File: config.mk
export PLATFORM = sky130hd
export DESIGN_NAME = cpu_mode_access_partition
export DESIGN_NICKNAME = d
export VERILOG_FILES = /design/src/rtl/access_partition_pkg.sv /design/src/rtl/segment_check.sv /design/src/rtl/cpu_mode_access_partition.sv
export SDC_FILE = /design/constraint.sdc
export NUM_CORES = 1
export LEC_CHECK = 0
export ABC_AREA = 1
export BUFFER_PORTS_ARGS = -buffer_cell sky130_fd_sc_hd__buf_2
export CORE_MARGIN = 4
export CORE_UTILIZATION = 58
export CTS_CLUSTER_DIAMETER = 80
export CTS_CLUSTER_SIZE = 12
export DETAILED_ROUTE_END_ITERATION = 10
export GPL_TIMING_DRIVEN = 1
export PLACE_DENSITY = 0.82
export SLEW_MARGIN = 5
export SYNTH_ARGS = -nofsm -noshare
export SYNTH_HDL_FRONTEND = slang
export SYNTH_SLANG_ARGS = --single-unit
export TNS_END_PERCENT = 1
File: constraint.sdc
create_clock -name clk -period 4.15 [get_ports clk]
set_clock_uncertainty 0.2 [all_clocks]
set_input_delay 0.2075 -clock clk [delete_from_list [all_inputs] [get_ports clk]]
set_output_delay 0.2075 -clock clk [all_outputs]
set_load 0.01 [all_outputs]
File: src/rtl/access_partition_pkg.sv
package access_partition_pkg;

  localparam int ADDR_W = 24;
  localparam int DATA_W = 8;
  localparam int SEG_NUM = 64;
  localparam int SEG_IDX_W = 6;
  localparam int HWC_NUM = 16;
  localparam int HWC_W = 4;

  // Physical partition boundaries (ROM, NVM, RAM windows).
  localparam logic [ADDR_W-1:0] ROM_BASE = 24'h000000;
  localparam logic [ADDR_W-1:0] ROM_TEST_END = 24'h007FFF;
  localparam logic [ADDR_W-1:0] ROM_END = 24'h03FFFF;
  localparam logic [ADDR_W-1:0] NVM_BASE = 24'h080000;
  localparam logic [ADDR_W-1:0] NVM_RSV_END = 24'h080FFF;
  localparam logic [ADDR_W-1:0] NVM_RSV_EMU_END = 24'h081FFF;
  localparam logic [ADDR_W-1:0] NVM_END = 24'h0A3FFF;
  localparam logic [ADDR_W-1:0] RAM_BASE = 24'h100000;
  localparam logic [ADDR_W-1:0] RAM_RSV_END = 24'h1003FF;
  localparam logic [ADDR_W-1:0] RAM_END = 24'h101FFF;

  // Segment table layout: table base plus index times entry size.
  localparam int SEG_ENTRY_BYTES_LOG2 = 4;

  // Register file selectors.
  localparam logic [3:0] REG_TBL_PTR = 4'h0;
  localparam logic [3:0] REG_FW_HWC = 4'h1;
  localparam logic [3:0] REG_FW_BASE = 4'h2;
  localparam logic [3:0] REG_FW_SIZE = 4'h3;
  localparam logic [3:0] REG_HW_COMP = 4'h4;
  localparam logic [ADDR_W-1:0] TBL_PTR_RST = 24'h100000;
  localparam logic [HWC_NUM-1:0] FW_HWC_RST = 16'h0000;
  localparam logic [ADDR_W-1:0] FW_BASE_RST = 24'h000000;
  localparam logic [ADDR_W-1:0] FW_SIZE_RST = 24'h000000;

  localparam logic [1:0] ACC_READ = 2'h0;
  localparam logic [1:0] ACC_WRITE = 2'h1;
  localparam logic [1:0] ACC_EXEC = 2'h2;

  typedef enum logic [2:0] {
    MODE_BOOT = 3'b000,
    MODE_TEST = 3'b001,
    MODE_EMUL = 3'b010,
    MODE_SYS = 3'b011,
    MODE_USER = 3'b100
  } cpu_mode_type;

  typedef enum logic [1:0] {
    ST_IDLE = 2'b00,
    ST_FETCH = 2'b01,
    ST_CHECK = 2'b10
  } xlate_state_type;

endpackage

File: src/rtl/segment_check.sv
`timescale 1ns/1ps
module segment_check
  import access_partition_pkg::*;
(
  input wire logic [ADDR_W-1:0] vAddr,
  input wire logic [1:0] accType,
  input wire logic [2:0] segRights,
  input wire logic [ADDR_W-1:0] segFirst,
  input wire logic [ADDR_W-1:0] segLast,
  input wire logic [ADDR_W-1:0] segOffset,
  output logic hit,
  output logic [ADDR_W-1:0] physAddr
);

  logic inRange;
  logic rightOk;

  // A segment with no rights is disabled and never matches.
  always_comb begin
    inRange = (vAddr >= segFirst) && (vAddr <= segLast);
    case (accType)
      ACC_READ: rightOk = segRights[0];
      ACC_WRITE: rightOk = segRights[1];
      ACC_EXEC: rightOk = segRights[2];
      default: rightOk = 1'b0;
    endcase
    hit = inRange && rightOk && (segRights != 3'b000);
    physAddr = ADDR_W'(vAddr + segOffset);
  end

endmodule

File: src/rtl/cpu_mode_access_partition.sv
`timescale 1ns/1ps
// What this block does
// - Five distinct CPU privilege modes separate vendor and application software.
// - Vendor and application software isolated by partitions and by modes.
// - Access rights and hardware configuration only writable from system and test modes.
// - User code reaches only memory granted by its own segment.
// - Hardware-component registers blocked in emulation and user modes unless explicitly granted.
// - Contact-only configuration suppresses every entry into emulation mode.
// - Suppressed vectored calls keep the mode and act as normal calls.
// - Contact-only: system mode reaches the whole RAM; user segments still exclude reserved RAM.
// - Contact-only: firewall registers stay read/write but have no effect.
// - Dual: firewall mask limits emulation-mode hardware register access.
// - Dual: firewall defines RAM exchange window for emulation code.
// - Reserved NVM size depends on emulation option; fixed when contact-only.
// - ROM split into test and application partitions, checked separately.
// - NVM and RAM split into reserved and application parts.
// - Table pointer register locates segment descriptors read by translation.
// - Segments may only map into application partitions.
// - Denied register read returns zero; denied write ignored.
// - Up to 64 segments with rights, bounds and offset; none disables.
// - Mode derived from program status high and two internal bits.
// - User-mode virtual addresses translated, and all addresses checked, before memory access.
module cpu_mode_access_partition
  import access_partition_pkg::*;
(
  input wire logic clk,
  input wire logic arst_n,
  input wire logic dualSel,
  input wire logic emulEnable,
  input wire logic [1:0] programStatusHigh,
  input wire logic [1:0] internalBits,
  input wire logic callVectorEntry,
  output logic [2:0] cpuMode,
  output logic dualActive,
  input wire logic memReq,
  input wire logic [1:0] memAccType,
  input wire logic [ADDR_W-1:0] memVAddr,
  input wire logic [SEG_IDX_W-1:0] segIndex,
  output logic memGrant,
  output logic memDeny,
  output logic [ADDR_W-1:0] memPAddr,
  output logic tblReq,
  output logic [ADDR_W-1:0] tblAddr,
  input wire logic tblValid,
  input wire logic [2:0] tblRights,
  input wire logic [ADDR_W-1:0] tblFirst,
  input wire logic [ADDR_W-1:0] tblLast,
  input wire logic [ADDR_W-1:0] tblOffset,
  input wire logic [HWC_NUM-1:0] tblHwcGrant,
  input wire logic regReq,
  input wire logic regWrite,
  input wire logic [3:0] regSel,
  input wire logic [HWC_W-1:0] regHwc,
  input wire logic [ADDR_W-1:0] regWData,
  input wire logic [ADDR_W-1:0] hwRData,
  output logic regDenied,
  output logic hwWriteEn,
  output logic [ADDR_W-1:0] regRData
);

  cpu_mode_type modeNow;
  logic cfgSampled_r;
  logic dual_r;
  logic [ADDR_W-1:0] tblPtr_r;
  logic [HWC_NUM-1:0] fwHwc_r;
  logic [ADDR_W-1:0] fwBase_r;
  logic [ADDR_W-1:0] fwSize_r;
  logic [HWC_NUM-1:0] userHwc_r;
  xlate_state_type state_r;
  xlate_state_type state_nxt;
  logic [2:0] segRights_r;
  logic [ADDR_W-1:0] segFirst_r;
  logic [ADDR_W-1:0] segLast_r;
  logic [ADDR_W-1:0] segOffset_r;
  logic segHit;
  logic [ADDR_W-1:0] segPhys;
  logic partOk;
  logic grantNxt;

  function automatic logic inSpan(input logic [ADDR_W-1:0] a, input logic [ADDR_W-1:0] lo,
                                  input logic [ADDR_W-1:0] hi);
    inSpan = (a >= lo) && (a <= hi);
  endfunction

  // Sampling once after reset keeps the option stable even if the strap pin glitches later.
  always_ff @(posedge clk or negedge arst_n) begin
    if (!arst_n) begin
      cfgSampled_r <= 1'b0;
      dual_r <= 1'b0;
    end else if (!cfgSampled_r) begin
      cfgSampled_r <= 1'b1;
      dual_r <= dualSel;
    end
  end
  assign dualActive = dual_r;

  // Mode decode; emulation is entered by a vectored call only when allowed.
  always_comb begin
    case ({internalBits, programStatusHigh})
      4'b1000, 4'b1001, 4'b1010, 4'b1011: modeNow = MODE_BOOT;
      4'b0100, 4'b0101, 4'b0110, 4'b0111: modeNow = MODE_TEST;
      4'b1100, 4'b1101, 4'b1110, 4'b1111: modeNow = MODE_EMUL;
      4'b0001: modeNow = MODE_SYS;
      default: modeNow = MODE_USER;
    endcase
    if (modeNow == MODE_EMUL && !(dual_r && emulEnable)) begin
      modeNow = MODE_SYS;
    end
    if (callVectorEntry && dual_r && emulEnable &&
        (modeNow == MODE_SYS || modeNow == MODE_USER)) begin
      modeNow = MODE_EMUL;
    end
  end
  assign cpuMode = modeNow;

  // Physical partition access per mode.
  always_comb begin
    logic inTestRom;
    logic inAppRom;
    logic inRsvNvm;
    logic inAppNvm;
    logic inRsvRam;
    logic inAppRam;
    logic [ADDR_W-1:0] nvmRsvEnd;
    logic inWin;
    nvmRsvEnd = (dual_r && emulEnable) ? NVM_RSV_EMU_END : NVM_RSV_END;
    inTestRom = inSpan(memVAddr, ROM_BASE, ROM_TEST_END);
    inAppRom = inSpan(memVAddr, ROM_TEST_END + 24'h000001, ROM_END);
    inRsvNvm = inSpan(memVAddr, NVM_BASE, nvmRsvEnd);
    inAppNvm = inSpan(memVAddr, nvmRsvEnd + 24'h000001, NVM_END);
    inRsvRam = dual_r && emulEnable && inSpan(memVAddr, RAM_BASE, RAM_RSV_END);
    inAppRam = inSpan(memVAddr, RAM_BASE, RAM_END) && !inRsvRam;
    // The exchange window only ever opens onto application RAM, never onto ROM, NVM or reserved RAM.
    inWin = dual_r && inAppRam && (fwSize_r != 24'h000000) &&
            inSpan(memVAddr, fwBase_r, ADDR_W'(fwBase_r + fwSize_r - 24'h000001));
    case (modeNow)
      MODE_TEST: partOk = inSpan(memVAddr, ROM_BASE, ROM_END) || inSpan(memVAddr, NVM_BASE, NVM_END) ||
                          inSpan(memVAddr, RAM_BASE, RAM_END);
      MODE_BOOT, MODE_EMUL: partOk = ((inTestRom && memAccType != ACC_WRITE) || inRsvNvm ||
                                      ((inRsvRam || (modeNow == MODE_EMUL && inWin)) && memAccType != ACC_EXEC));
      MODE_SYS: partOk = (inAppRom && memAccType != ACC_WRITE) || inAppNvm ||
                         (inAppRam && memAccType != ACC_EXEC);
      default: partOk = (inAppRom || inAppNvm || inAppRam);
    endcase
  end

  // Translation sequencer: user accesses fetch their descriptor first.
  always_comb begin
    state_nxt = state_r;
    case (state_r)
      ST_IDLE: if (memReq && modeNow == MODE_USER) state_nxt = ST_FETCH;
      ST_FETCH: if (tblValid) state_nxt = ST_CHECK;
      ST_CHECK: state_nxt = ST_IDLE;
      default: state_nxt = ST_IDLE;
    endcase
  end

  always_ff @(posedge clk or negedge arst_n) begin
    if (!arst_n) begin
      state_r <= ST_IDLE;
    end else begin
      state_r <= state_nxt;
    end
  end

  always_ff @(posedge clk or negedge arst_n) begin
    if (!arst_n) begin
      segRights_r <= 3'b000;
      segFirst_r <= '0;
      segLast_r <= '0;
      segOffset_r <= '0;
      userHwc_r <= '0;
    end else if (state_r == ST_FETCH && tblValid) begin
      segRights_r <= tblRights;
      segFirst_r <= tblFirst;
      segLast_r <= tblLast;
      segOffset_r <= tblOffset;
      userHwc_r <= tblHwcGrant;
    end
  end

  // The pointer is used as written, so software must keep it aligned to a whole descriptor.
  assign tblReq = (state_r == ST_FETCH);
  assign tblAddr = ADDR_W'(tblPtr_r + {segIndex, {SEG_ENTRY_BYTES_LOG2{1'b0}}});

  segment_check u_seg (
    .vAddr(memVAddr),
    .accType(memAccType),
    .segRights(segRights_r),
    .segFirst(segFirst_r),
    .segLast(segLast_r),
    .segOffset(segOffset_r),
    .hit(segHit),
    .physAddr(segPhys)
  );

  // Privileged modes resolve in one cycle; user mode only after the check state.
  always_comb begin
    logic [ADDR_W-1:0] pa;
    logic userOk;
    pa = segPhys;
    userOk = 1'b0;
    if (state_r == ST_CHECK) begin
      userOk = segHit && (inSpan(pa, ROM_TEST_END + 24'h000001, ROM_END) ||
               inSpan(pa, NVM_RSV_EMU_END + 24'h000001, NVM_END) ||
               inSpan(pa, RAM_RSV_END + 24'h000001, RAM_END));
    end
    grantNxt = (modeNow == MODE_USER) ? userOk : (memReq && partOk);
  end

  always_ff @(posedge clk or negedge arst_n) begin
    if (!arst_n) begin
      memGrant <= 1'b0;
      memDeny <= 1'b0;
      memPAddr <= '0;
    end else begin
      memGrant <= grantNxt;
      memDeny <= (modeNow == MODE_USER) ? (state_r == ST_CHECK && !grantNxt) : (memReq && !partOk);
      memPAddr <= (modeNow == MODE_USER) ? segPhys : memVAddr;
    end
  end

  // Register access control.
  logic regAllow;
  always_comb begin
    logic isCfg;
    isCfg = (regSel != REG_HW_COMP);
    case (modeNow)
      MODE_SYS, MODE_TEST, MODE_BOOT: regAllow = isCfg ? (modeNow != MODE_BOOT || !regWrite) : 1'b1;
      MODE_EMUL: regAllow = !isCfg && fwHwc_r[regHwc];
      default: regAllow = !isCfg && userHwc_r[regHwc];
    endcase
  end
  assign regDenied = regReq && !regAllow;
  assign hwWriteEn = regReq && regWrite && regAllow && (regSel == REG_HW_COMP);

  // Configuration registers written only from system and test modes.
  always_ff @(posedge clk or negedge arst_n) begin
    if (!arst_n) begin
      tblPtr_r <= TBL_PTR_RST;
      fwHwc_r <= FW_HWC_RST;
      fwBase_r <= FW_BASE_RST;
      fwSize_r <= FW_SIZE_RST;
    end else if (regReq && regWrite && regAllow) begin
      case (regSel)
        REG_TBL_PTR: tblPtr_r <= regWData;
        REG_FW_HWC: fwHwc_r <= regWData[HWC_NUM-1:0];
        REG_FW_BASE: fwBase_r <= regWData;
        REG_FW_SIZE: fwSize_r <= regWData;
        default: ;
      endcase
    end
  end

  always_ff @(posedge clk or negedge arst_n) begin
    if (!arst_n) begin
      regRData <= '0;
    end else if (regReq && !regWrite) begin
      if (!regAllow) begin
        regRData <= '0;
      end else begin
        case (regSel)
          REG_TBL_PTR: regRData <= tblPtr_r;
          REG_FW_HWC: regRData <= {{(ADDR_W-HWC_NUM){1'b0}}, fwHwc_r};
          REG_FW_BASE: regRData <= fwBase_r;
          REG_FW_SIZE: regRData <= fwSize_r;
          REG_HW_COMP: regRData <= hwRData;
          default: regRData <= '0;
        endcase
      end
    end
  end
endmodule

==> results of run 1 <==
-- layout by cell type, fill, tap and decap left out, types with 30 or more instances in the layout --
cell type	instances
buf_2	271
o21ai_1	58
o22ai_1	34
dlygate4sd3_1	148
a21oi_1	90
xor2_1	30
nand3_1	66
o21ai_0	182
inv_1	350
nor2_1	90
nand2_1	618
ha_1	172
nand4_1	32
dfrtp_1	232
-- flip-flops by register name, summed over array words and instances (netlist names), 3 cells and up --
name         flops
fwBase_r        24
fwSize_r        24
memPAddr        24
regRData        24
segFirst_r      24
segLast_r       24
segOffset_r     24
tblPtr_r        24
fwHwc_r         16
userHwc_r       16
segRights_r      3
-- worst paths after layout --
path / from / endpoint
min: hwRData[9] / regRData[9]$_DFFE_PN0P_
max: fwBase_r[4]$_DFFE_PN0P_ / memGrant$_DFF_PN0_
min reg2reg: userHwc_r[9]$_DFFE_PN0P_ / userHwc_r[9]$_DFFE_PN0P_
min in group asynchronous: arst_n / segFirst_r[10]$_DFFE_PN0P_
max in group asynchronous: arst_n / tblPtr_r[20]$_DFFE_PN1P_
max reg2reg: fwBase_r[4]$_DFFE_PN0P_ / memGrant$_DFF_PN0_
-- final cells by class --
class | instances | area, um^2 | share of cell area
clock inverter | 2 | 28.8 | 0.00144
sequential | 233 | 5830 | 0.291
tap | 372 | 465 | 0.0232
timing repair buffer | 436 | 3000 | 0.150
clock buffer | 33 | 613 | 0.0306
multi-input combinational | 1536 | 8750 | 0.437
antenna | 1 | 2.50 | 0.000125
inverter | 355 | 1330 | 0.0666
-- worst reg2reg max path: stages (launching register included) --
cell      delay [ns]
dfrtp_1         0.34
inv_1           0.08
ha_1            0.28
inv_1           0.04
ha_1            0.35
a21oi_2         0.22
o21ai_0         0.16
a21oi_2         0.21
inv_1           0.08
a21oi_2         0.18
nor2_1          0.07
nor2_2          0.17
o31ai_1         0.09
xor2_1          0.15
ha_1            0.34
nand4_1         0.15
nor2_2          0.17
o211ai_1        0.12
nand3_1         0.10
nand2_1         0.05
nand3_1         0.10
nand3_1         0.08
nand2_1         0.08
nand2_1         0.04
-- where the power goes --
part,total [W],switching [W],internal [W]
Combinational,0.00473,0.00289,0.00184
Clock,0.00195,0.000928,0.00103
Sequential,0.00304,0.000294,0.00274
-- through the flow --
stage               area, um^2   util  hold WS, ns  instances
floorplan                16200      -       -0.288       2186
global placement         17800  0.655        0.135       2782
detailed placement       17800  0.655        0.144       2782
CTS                      20000  0.733      0.00108       2965
global route             20000  0.735       0.0359       2968
finish                   20000  0.735       0.0210       2968
-- logic make-up (layout without fill, tap and decap cells) --
family | after synthesis | after routing | synth area share
simple gates | 860 | 860 | 0.217
compound gates | 448 | 448 | 0.155
buf+inv | 417 | 826 | 0.103
flops | 233 | 233 | 0.360
fa+ha+maj | 176 | 176 | 0.137
xor+xnor | 50 | 50 | 0.0270
other cells | 1 | 2 | 0.000231
mux | 1 | 1 | 0.000695
-- per-layer routing --
| metal | up-vias | part of all wire | GRT usage |
|---|---|---|---|
| met5 | - | 0.00023 | 0 |
| met4 | 2 | 0.064 | 0.190 |
| met3 | 292 | 0.11 | 0.0891 |
| met2 | 1037 | 0.46 | 0.595 |
| met1 | 7908 | 0.37 | 0.442 |
| li1 | 7920 | - | - |
-- repair_timing --
| action | CTS | global route |
|---|---|---|
| endpoints found under the setup margin | 0 | 2 |
| hold buffers | 148 | 0 |
| buffers inserted | 0 | 2 |
| hold endpoints to repair | 324 | 0 |
| resized for setup | 0 | 17 |
==> results.md, run 1 <==
- I/O pin total: between 200 and 300
- Overall power: 0.00972 W
- Final setup vio count: 0
- Post-synth top flop: dfrtp_1
- Final period util: 0.955
- Die Height: 175 um
- P_leak: between 10 and 15 nW
- Top delay family on crit path: simple AND/OR/NAND/NOR gates
- Initial antenna violation count: 2
- Hold path cells: 5
- First-pass GRT wire length: between 80000 and 90000 um
- Fin nets: between 2000 and 3000
- Critical path required time: roughly 4.4 ns
- Final wirelength: about 57000 um
- Via count: between 15000 and 20000
- Per-cell routed wire length: 19.2 um
- Cell row count: 60
- Area growth from synthesis to layout: 23.5%
- PnR worst setup slack: 0.187 ns
- RePlAce Congestion: 0.977
- Router iterations before antenna repair: 6
- CP max-delay cell: ha_1
- Rel. slew slack: 0.347
- CTS buffer count: 23
- CP Buf/Inv Count: 3
- Htree depth: 1
- Clk Latency, worst-skew pair: 0.55 ns
- Asr flop ratio synth: 1.00
- Worst path depth: 23
- Fin. Hold Viols: 0
- Syn Area/Cell: 7.42 um^2
- CTS clk-pin slew, worst paths: 0.07 ns
- HPWL Detailed: between 30000 and 40000 um
- CTS tree: built
- Area share of the largest cell type after synthesis: 0.358
- FF+latch count, synth: about 230
- Largest cells by area after synthesis: dfrtp_1, nand2_1, ha_1, inv_1, o21ai_0
- DRC: 0
- Core Area: around 27000 um^2
- Tmin final: roughly 4.0 ns
- IO buf count: around 270
- Crit path largest cell delay: 0.35 ns
- Worst path cell trace: inv_1 -> ha_1 -> inv_1 -> ha_1 -> a21oi_2 -> o21ai_0 -> a21oi_2 -> inv_1 -> a21oi_2 -> nor2_1 -> nor2_2 -> o31ai_1 -> xor2_1 -> ha_1 -> nand4_1 -> nor2_2 -> o211ai_1 -> nand3_1 -> nand2_1 -> nand3_1 -> nand3_1 -> nand2_1 -> nand2_1
- Fmax achieved: 0.252 GHz
- Die W: ~180 um
- CP Capture Type: flop
- Root Driver: clkbuf_16
- Number of global-route vias before repair: between 15000 and 20000
- Crit Path Max Fanout: 4
- Status: completed
- Tot GR Track Use: 0.362
- Min-delay worst type: in -> reg
- Remaining antenna violation count: 0
- Worst slew pin tran: 0.976 ns
- Syn_nets: approximately 2600
- Largest net degree at the start of global routing: about 120
- GRT overflow: 0
- Critical path type: reg -> reg
- Peak VDD IR: roughly 0.37 mV
- R2R setup slack: about 0.19 ns
- Fin Setup TNS: 0 ns
- Max Buffers Root-to-Sink: 3
- Vias per cell: approximately 5.8
- Cell with the most instances after synthesis: nand2_1
- Die area: between 30000 and 40000 um^2
- Synth Cell Area: 16200 um^2
- WP data arrival: about 4.2 ns
- Critical path startpoint category: flop
- Slew Limit Fails: 0
- DRT iter0 DRCs: about 1600
- Netlist cell types: 48
- Initial Util: 0.595
- Sequential area share after synthesis: 0.360
- Clk sinks: between 200 and 250
- Fill cells: around 2000
- Pre-CTS setup slack: about 0.037 ns
- Post-synth EDFFs: 0
- R2r worst-path depth: 23
- Area leader, netlist: dfrtp_1
- Max-cap violations: 0
- Synth warnings: 0
- PD cells: slightly below 500 nW/um^2
- Share of layout cells above drive strength 1: 0.136
- Top cells by count, synth: nand2_1, inv_1, dfrtp_1
- Synth Instances: ~2200
(Power assumes the default switching activity.)
==> inputs of run 2 (changes only) <==
--- a/config.mk
+++ b/config.mk
@@ -7,7 +7,7 @@
 export LEC_CHECK = 0
 export ABC_AREA = 1
 export BUFFER_PORTS_ARGS = -buffer_cell sky130_fd_sc_hd__buf_2
-export CORE_MARGIN = 4
+export CORE_MARGIN = 8
 export CORE_UTILIZATION = 58
 export CTS_CLUSTER_DIAMETER = 80
 export CTS_CLUSTER_SIZE = 12
==> run 2 against run 1 <==
Routed wire length is 2.8% lower. Worst hold slack better by 0.0038 ns. Non-clock buffer count is 6 lower. Final cell count is 0.10% higher. First-iteration DRC count is 7.5% lower. Die area is 9.3% higher. Via count is 2.1% lower. Global-route usage is 3.5 points lower. Sequential power hardly changed. Maximum frequency is 1.9% higher. Critical path depth stayed put. Highest routed layer unchanged.
==> results.md, run 2 (synthesized netlist as in run 1, its figures left out) <==
- Worst path depth: 23 (unchanged)
- Met2 Wirelength: 25700 um (-1.8%)
- Net Sw Frac: 0.418 (-0.00416)
- Remaining antenna violation count: 0 (unchanged)
- Fmax achieved: 0.257 GHz (+1.9%)
- WP data arrival: 4.11 ns (-0.09 ns)
- Share of layout cells above drive strength 1: 0.133 (-0.00229)
- Root Driver: clkbuf_16
- RR Endpoint: memGrant$_DFF_PN0_
- Slew Limit Fails: 0 (unchanged)
- DRT iter0 DRCs: 1522 (-7.5%)
- Max Buffers Root-to-Sink: 3 (unchanged)
- Final period util: 0.937 (-0.0179)
- Die area: 33600 um^2 (+9.3%)
- Core Area: 27600 um^2 (+1.4%)
- Commonest non-fill, non-tap cell in the layout: nand2_1
- Post-route cell area: 20000 um^2 (-0.29%)
- Final wirelength: 55400 um (-2.8%)
- Critical path startpoint category: flop
- RePlAce Congestion: 0.958 (-2.0%)
- Via count: 16800 (-2.1%)
- Hold path start: hwRData[10]
- Clk sinks: 233 (unchanged)
- DRC: 0 (unchanged)
- Critical path required time: 4.37 ns (-0.02 ns)
- Crit path largest cell delay: 0.39 ns (+0.04 ns)
- Worst slew pin tran: 1.02 ns (+0.0482 ns)
- NetSw: 0.00401 W (-2.4%)
- Fin cells: 2971 (+0.10%)
- Tot GR Track Use: 0.327 (-0.0355)
- Area growth from synthesis to layout: 23.2%
- Sequential fraction of design power: 0.317 (+0.005)
- Fin nets: 2947 (-0.20%)
- Final setup vio count: 0 (unchanged)
- PD cells: 480 nW/um^2 (-1.2%)
- FF-to-FF Start: fwBase_r[10]$_DFFE_PN0P_
- DR top layer: met5
- Overall power: 0.00958 W (-1.4%)
- Crit path from: fwBase_r[10]$_DFFE_PN0P_
- Tmin final: 3.89 ns (-0.0744 ns)
- Worst Setup EP: memGrant$_DFF_PN0_
- Min-delay worst type: in -> reg
- Fin. Hold Viols: 0 (unchanged)
- Top delay family on crit path: simple AND/OR/NAND/NOR gates
- First-pass GRT wire length: 88000 um (-1.2%)
- Cell row count: 61 (+1.7%)
- CTS buffer count: 23 (unchanged)
- Crit Path Max Fanout: 5 (+1)
- Initial Util: 0.587 (-0.00814)
- Fin Setup TNS: 0 ns (unchanged)
- Clock share of power: 0.199 (-0.002)
- Clk Latency, worst-skew pair: 0.53 ns (-0.02 ns)
- DRT met1 WL: 21400 um (+1.7%)
- CTS clk-pin slew, worst paths: 0.07 ns (about the same)
- CP Capture Type: flop
- Max-cap violations: 0 (unchanged)
- CP Buf/Inv Count: 2 (-1)
- Cell Int Power: 0.00557 W (-0.73%)
- Vias per cell: 5.65 (-2.2%)
- WL met3: 5190 um (-16%)
- Commonest cells after routing, fill and taps aside: nand2_1, inv_1, buf_2
- Placed Instances: 2785 (+0.11%)
- GRT overflow: 0 (unchanged)
- Critical path type: reg -> reg
- Number of global-route vias before repair: 17100 (-1.2%)
- Comb pwr share: 0.484 (-0.003)
- P_leak: 10.6 nW (-0.34%)
- CTS tree: built
- Most frequent CP cell: nand2_1
- Die Height: 183 um (+4.6%)
- Rel. slew slack: 0.315 (-0.0323)
- IO buf count: 272 (unchanged)
- I/O pin total: 273 (unchanged)
- R2r worst-path depth: 23 (unchanged)
- Initial antenna violation count: 4 (+2)
- HPWL Detailed: 39700 um (+1.7%)
- CP max-delay cell: dfrtp_1
- Placed Area: 17800 um^2 (about the same)
- Largest net degree at the start of global routing: 95 (-20%)
- Per-cell routed wire length: 18.6 um (-2.9%)
- R2R setup slack: 0.26 ns (+0.07 ns)
- Die W: 183 um (+4.6%)
- Router iterations before antenna repair: 5 (-1)
- Worst path cell trace: inv_1 -> ha_1 -> inv_1 -> ha_1 -> nand2_1 -> nor2_1 -> nor2_1 -> o21ai_0 -> a21oi_2 -> nor2_1 -> nor2_2 -> o31ai_1 -> xor2_1 -> ha_1 -> nand4_1 -> nor2_2 -> o211ai_1 -> nand3_1 -> nand2_1 -> nand3_1 -> nand3_1 -> nand2_1 -> nand2_1
- Peak VDD IR: 0.288 mV (-21%)
- Status: completed
- Htree depth: 1 (unchanged)
run 2: final cells by class:
type | count | area (um^2)
repair buffers | 430 | 2950
clock buffers | 31 | 606
multi-input cells | 1536 | 8740
inverters | 355 | 1340
diodes | 6 | 15.0
flip-flops and latches | 233 | 5830
well taps | 378 | 473
fillers | 2152 | 7660
clock inverters | 2 | 17.5
run 2: routing by layer:
metal  global-route usage  up-vias
li1                     -     7908
met3               0.0728      232
met2                0.540      897
met1                0.398     7759
met5                    0        -
met4                0.167        2
run 2: what timing repair did:
item | in CTS | in global routing
gates resized for setup | 0 | 15
endpoints found under the setup margin | 0 | 2
hold endpoints to repair | 299 | 0
hold buffers | 146 | 0
setup buffers | 0 | 1
run 2: stage by stage:
stage	setup slack, ns	hold slack [ns]	util
floorplan	0.527	-0.288	-
global placement	0.222	0.0706	0.645
detailed placement	0.0506	0.0721	0.645
CTS	0.0414	0.00817	0.721
global route	-0.0150	0.0419	0.722
finish	0.261	0.0248	0.723
run 2: worst register-to-register path: cells and delay by family (launching register included):
family | cells | cell delay (ns)
AND/OR/NAND/NOR | 13 | 1.29
AO/OA/AOI/OAI | 4 | 0.69
adder cells (fa/ha/maj) | 3 | 0.98
buffers and inverters | 2 | 0.12
XOR/XNOR | 1 | 0.11
flip-flops | 1 | 0.39
run 2: power groups by stage:
stage               clock network, W  logic (W)  registers, W
floorplan                          0    0.00318       0.00298
global placement                   0    0.00421       0.00303
detailed placement                 0    0.00434       0.00305
CTS                          0.00192    0.00448       0.00302
global route                 0.00201    0.00529       0.00308
finish                       0.00191    0.00463       0.00304
run 2: worst min-delay path by stage:
stage                     cells past startpoint                          end
after detailed placement                      1   segFirst_r[10]$_DFFE_PN0P_
final                                         5     regRData[10]$_DFFE_PN0P_
after global placement                        1  segOffset_r[11]$_DFFE_PN0P_
after floorplan                               0       cfgSampled_r$_DFF_PN0_
after CTS                                     5     regRData[12]$_DFFE_PN0P_
after global routing                          5     regRData[12]$_DFFE_PN0P_
==> inputs of run 3 (changes only) <==
--- a/config.mk
+++ b/config.mk
@@ -8,12 +8,13 @@
 export ABC_AREA = 1
 export BUFFER_PORTS_ARGS = -buffer_cell sky130_fd_sc_hd__buf_2
 export CORE_MARGIN = 8
-export CORE_UTILIZATION = 58
+export CORE_UTILIZATION = 59
+export CTS_BUF_LIST = sky130_fd_sc_hd__clkbuf_8
 export CTS_CLUSTER_DIAMETER = 80
 export CTS_CLUSTER_SIZE = 12
 export DETAILED_ROUTE_END_ITERATION = 10
 export GPL_TIMING_DRIVEN = 1
-export PLACE_DENSITY = 0.82
+export PLACE_DENSITY = 0.83
 export SLEW_MARGIN = 5
 export SYNTH_ARGS = -nofsm -noshare
 export SYNTH_HDL_FRONTEND = slang
==> run 3 against run 2 <==
Combinational power increased by 3%. Routed wire length increased by 1.7%. Largest power group unchanged. Sequential power about the same. Worst hold slack improved by 0.014 ns. Register-to-register slack about the same. Flip-flop and latch count unchanged.
==> results.md, run 3 (synthesized netlist as in run 1, its figures left out) <==
- RR Endpoint: memDeny$_DFF_PN0_
- Met2 Wirelength: 26500 um (+3.3%)
- Final setup vio count: 0 (unchanged)
- Area growth from synthesis to layout: 23.3% (about the same)
- Max Buffers Root-to-Sink: 3 (unchanged)
- I/O pin total: 273 (unchanged)
- CTS tree: built
- Utilization after layout: 0.741 (+0.0187)
- Htree depth: 1 (unchanged)
- Initial Util: 0.602 (+0.0148)
- Via count: 16900 (+0.60%)
- Crit Path Max Fanout: 4 (-1)
- Die W: 182 um (-0.78%)
- Placed Instances: 2750 (-1.3%)
- Hold path start: regWrite
- CP Capture Type: flop
- Critical path required time: 4.43 ns (+0.06 ns)
- First-pass GRT wire length: 88200 um (+0.27%)
- Worst path cell trace: inv_1 -> ha_1 -> inv_1 -> ha_1 -> a21oi_2 -> o21ai_2 -> a21oi_4 -> inv_1 -> a21oi_2 -> nor2_1 -> nor2_2 -> o21bai_1 -> xnor2_1 -> ha_1 -> a21oi_1 -> nor2_1 -> nor4_2 -> nand3_1 -> nand2_1 -> nand3_1 -> nand4_1 -> nand2_1
- Worst slew pin tran: 0.975 ns (-0.0490 ns)
- Critical path type: reg -> reg
- Per-cell routed wire length: 19.1 um (+2.3%)
- Top delay family on crit path: simple AND/OR/NAND/NOR gates
- Fin Setup TNS: 0 ns (unchanged)
- Worst path depth: 22 (-4.3%)
- Max-cap violations: 0 (unchanged)
- Remaining antenna violation count: 0 (unchanged)
- # diodes: 0 (-6)
- Router iterations before antenna repair: 6 (+1)
- Crit path largest cell delay: 0.36 ns (-0.03 ns)
- Die area: 33000 um^2 (-1.5%)
- CTS buffer count: 23 (unchanged)
- RePlAce Congestion: 0.930 (-2.9%)
- Initial antenna violation count: 0 (-4)
- Peak VDD IR: 0.290 mV (+0.75%)
- Tot GR Track Use: 0.332 (+0.00582)
- R2r worst-path depth: 22 (-4.3%)
- Die Height: 182 um (-0.78%)
- Number of global-route vias before repair: 16800 (-1.7%)
- Final period util: 0.940 (+0.00289)
- DRT iter0 DRCs: 1418 (-6.8%)
- Clk Latency, worst-skew pair: 0.60 ns (+0.07 ns)
- Root Driver: clkbuf_8
- Final wirelength: 56300 um (+1.7%)
- Register area: 5830 um^2 (unchanged)
- Rel. slew slack: 0.348 (+0.0328)
- Cell row count: 60 (-1.6%)
- Fmax achieved: 0.256 GHz (-0.31%)
- Slew Limit Fails: 0 (unchanged)
- CP Buf/Inv Count: 3 (+1)
- HPWL Detailed: 39700 um (about the same)
- WP data arrival: 4.18 ns (+0.07 ns)
- Crit path from: fwBase_r[4]$_DFFE_PN0P_
- Share of layout cells above drive strength 1: 0.138 (+0.00431)
- FF-to-FF Start: fwBase_r[4]$_DFFE_PN0P_
- Largest net degree at the start of global routing: 97 (+2.1%)
- P_leak: 10.7 nW (+0.59%)
- Fill cells: 1997 (-7.2%)
- Multi-input gate area: 8790 um^2 (+0.54%)
- Vias per cell: 5.72 (+1.1%)
- PD cells: 463 nW/um^2 (-3.6%)
- DR top layer: met4
- WL met3: 5100 um (-1.8%)
- Commonest cells after routing, fill and taps aside: nand2_1, inv_1, buf_2
- Fin nets: 2972 (+0.85%)
- GRT overflow: 0 (unchanged)
- CP max-delay cell: dfrtp_1
- Commonest non-fill, non-tap cell in the layout: nand2_1
- Critical path startpoint category: flop
- Min-delay worst type: in -> reg
- Core Area: 27000 um^2 (-2.5%)
- Clk sinks: 233 (unchanged)
- Pre-CTS setup slack: -0.0272 ns (-0.0779 ns)
- DRC: 0 (unchanged)
- Worst Setup EP: memDeny$_DFF_PN0_
- R2R setup slack: 0.25 ns (about the same)
- Fin. Hold Viols: 0 (unchanged)
- CTS clk-pin slew, worst paths: 0.10 ns (+0.03 ns)
- PnR worst setup slack: 0.249 ns (-0.0120 ns)
- Fin cells: 2956 (-0.50%)
- Tmin final: 3.90 ns (+0.0120 ns)
- DRT met1 WL: 21700 um (+1.6%)
- Status: completed
- IO buf count: 272 (unchanged)
run 3: changes by cell type in the layout (fill, tap and decap cells not counted), moves of 3 or more:
cell	previous run	this run
inv_2	1	4
clkbuf_1	8	0
clkbuf_8	0	24
a21oi_1	93	90
o21ai_2	10	14
diode_2	6	0
dlygate4sd3_1	146	168
inv_1	350	357
clkbuf_16	23	0
buf_4	10	13
run 3: area by class of cell:
type,count,share of cell area
Sequential cell,233,0.292
Timing Repair Buffer,455,0.160
Inverter,355,0.0667
Clock buffer,24,0.0165
Multi-Input combinational cell,1536,0.440
Tap cell,341,0.0214
Clock inverter,12,0.00394
run 3: layer usage:
layer,GRT usage,vias to the layer above
met1,0.400,7839
met2,0.565,922
met5,0,-
met3,0.0665,188
li1,-,7949
met4,0.157,0
run 3: through the flow:
step / cell area [um^2] / hold slack (ns) / power [W]
2_1_floorplan: 16200 / -0.288 / 0.00615
3_5_place_dp: 17800 / 0.0873 / 0.00742
3_3_place_gp: 17800 / 0.0817 / 0.00726
6_report: 20000 / 0.0387 / 0.00924
5_1_grt: 20000 / 0.0522 / 0.00997
4_1_cts: 19900 / 0.00317 / 0.00898
run 3: what timing repair did:
action / 4_1_cts / 5_1_grt
buffers inserted: 0 / 2
hold endpoints to repair: 321 / 0
resized for setup: 1 / 28
endpoints found under the setup margin: 2 / 2
pin swaps: 0 / 9
hold buffers: 168 / 0
run 3: worst min-delay path by stage:
stage / endpoint / slack (ns) / cells after the start
6_report: regRData[8]$_DFFE_PN0P_ / 0.04 / 3
3_3_place_gp: segFirst_r[10]$_DFFE_PN0P_ / 0.08 / 1
2_1_floorplan: cfgSampled_r$_DFF_PN0_ / -0.29 / 0
5_1_grt: regRData[3]$_DFFE_PN0P_ / 0.05 / 3
4_1_cts: regRData[22]$_DFFE_PN0P_ / 0.003 / 3
3_5_place_dp: segFirst_r[13]$_DFFE_PN0P_ / 0.09 / 1
run 3: where the power goes:
part           internal (W)  total (W)  leakage [nW]  switching [W]
sequential          0.00274    0.00303          3.00       0.000290
clock              0.000596    0.00143         0.246       0.000834
combinational       0.00188    0.00479          7.42        0.00291
run 3: worst register-to-register path, cell delays in order (launching register included):
cell,delay (ns)
dfrtp_1,0.36
inv_1,0.08
ha_1,0.28
inv_1,0.04
ha_1,0.34
a21oi_2,0.20
o21ai_2,0.09
a21oi_4,0.17
inv_1,0.08
a21oi_2,0.19
nor2_1,0.08
nor2_2,0.20
o21bai_1,0.10
xnor2_1,0.16
ha_1,0.26
a21oi_1,0.17
nor2_1,0.07
nor4_2,0.29
nand3_1,0.11
nand2_1,0.07
nand3_1,0.09
nand4_1,0.10
nand2_1,0.06
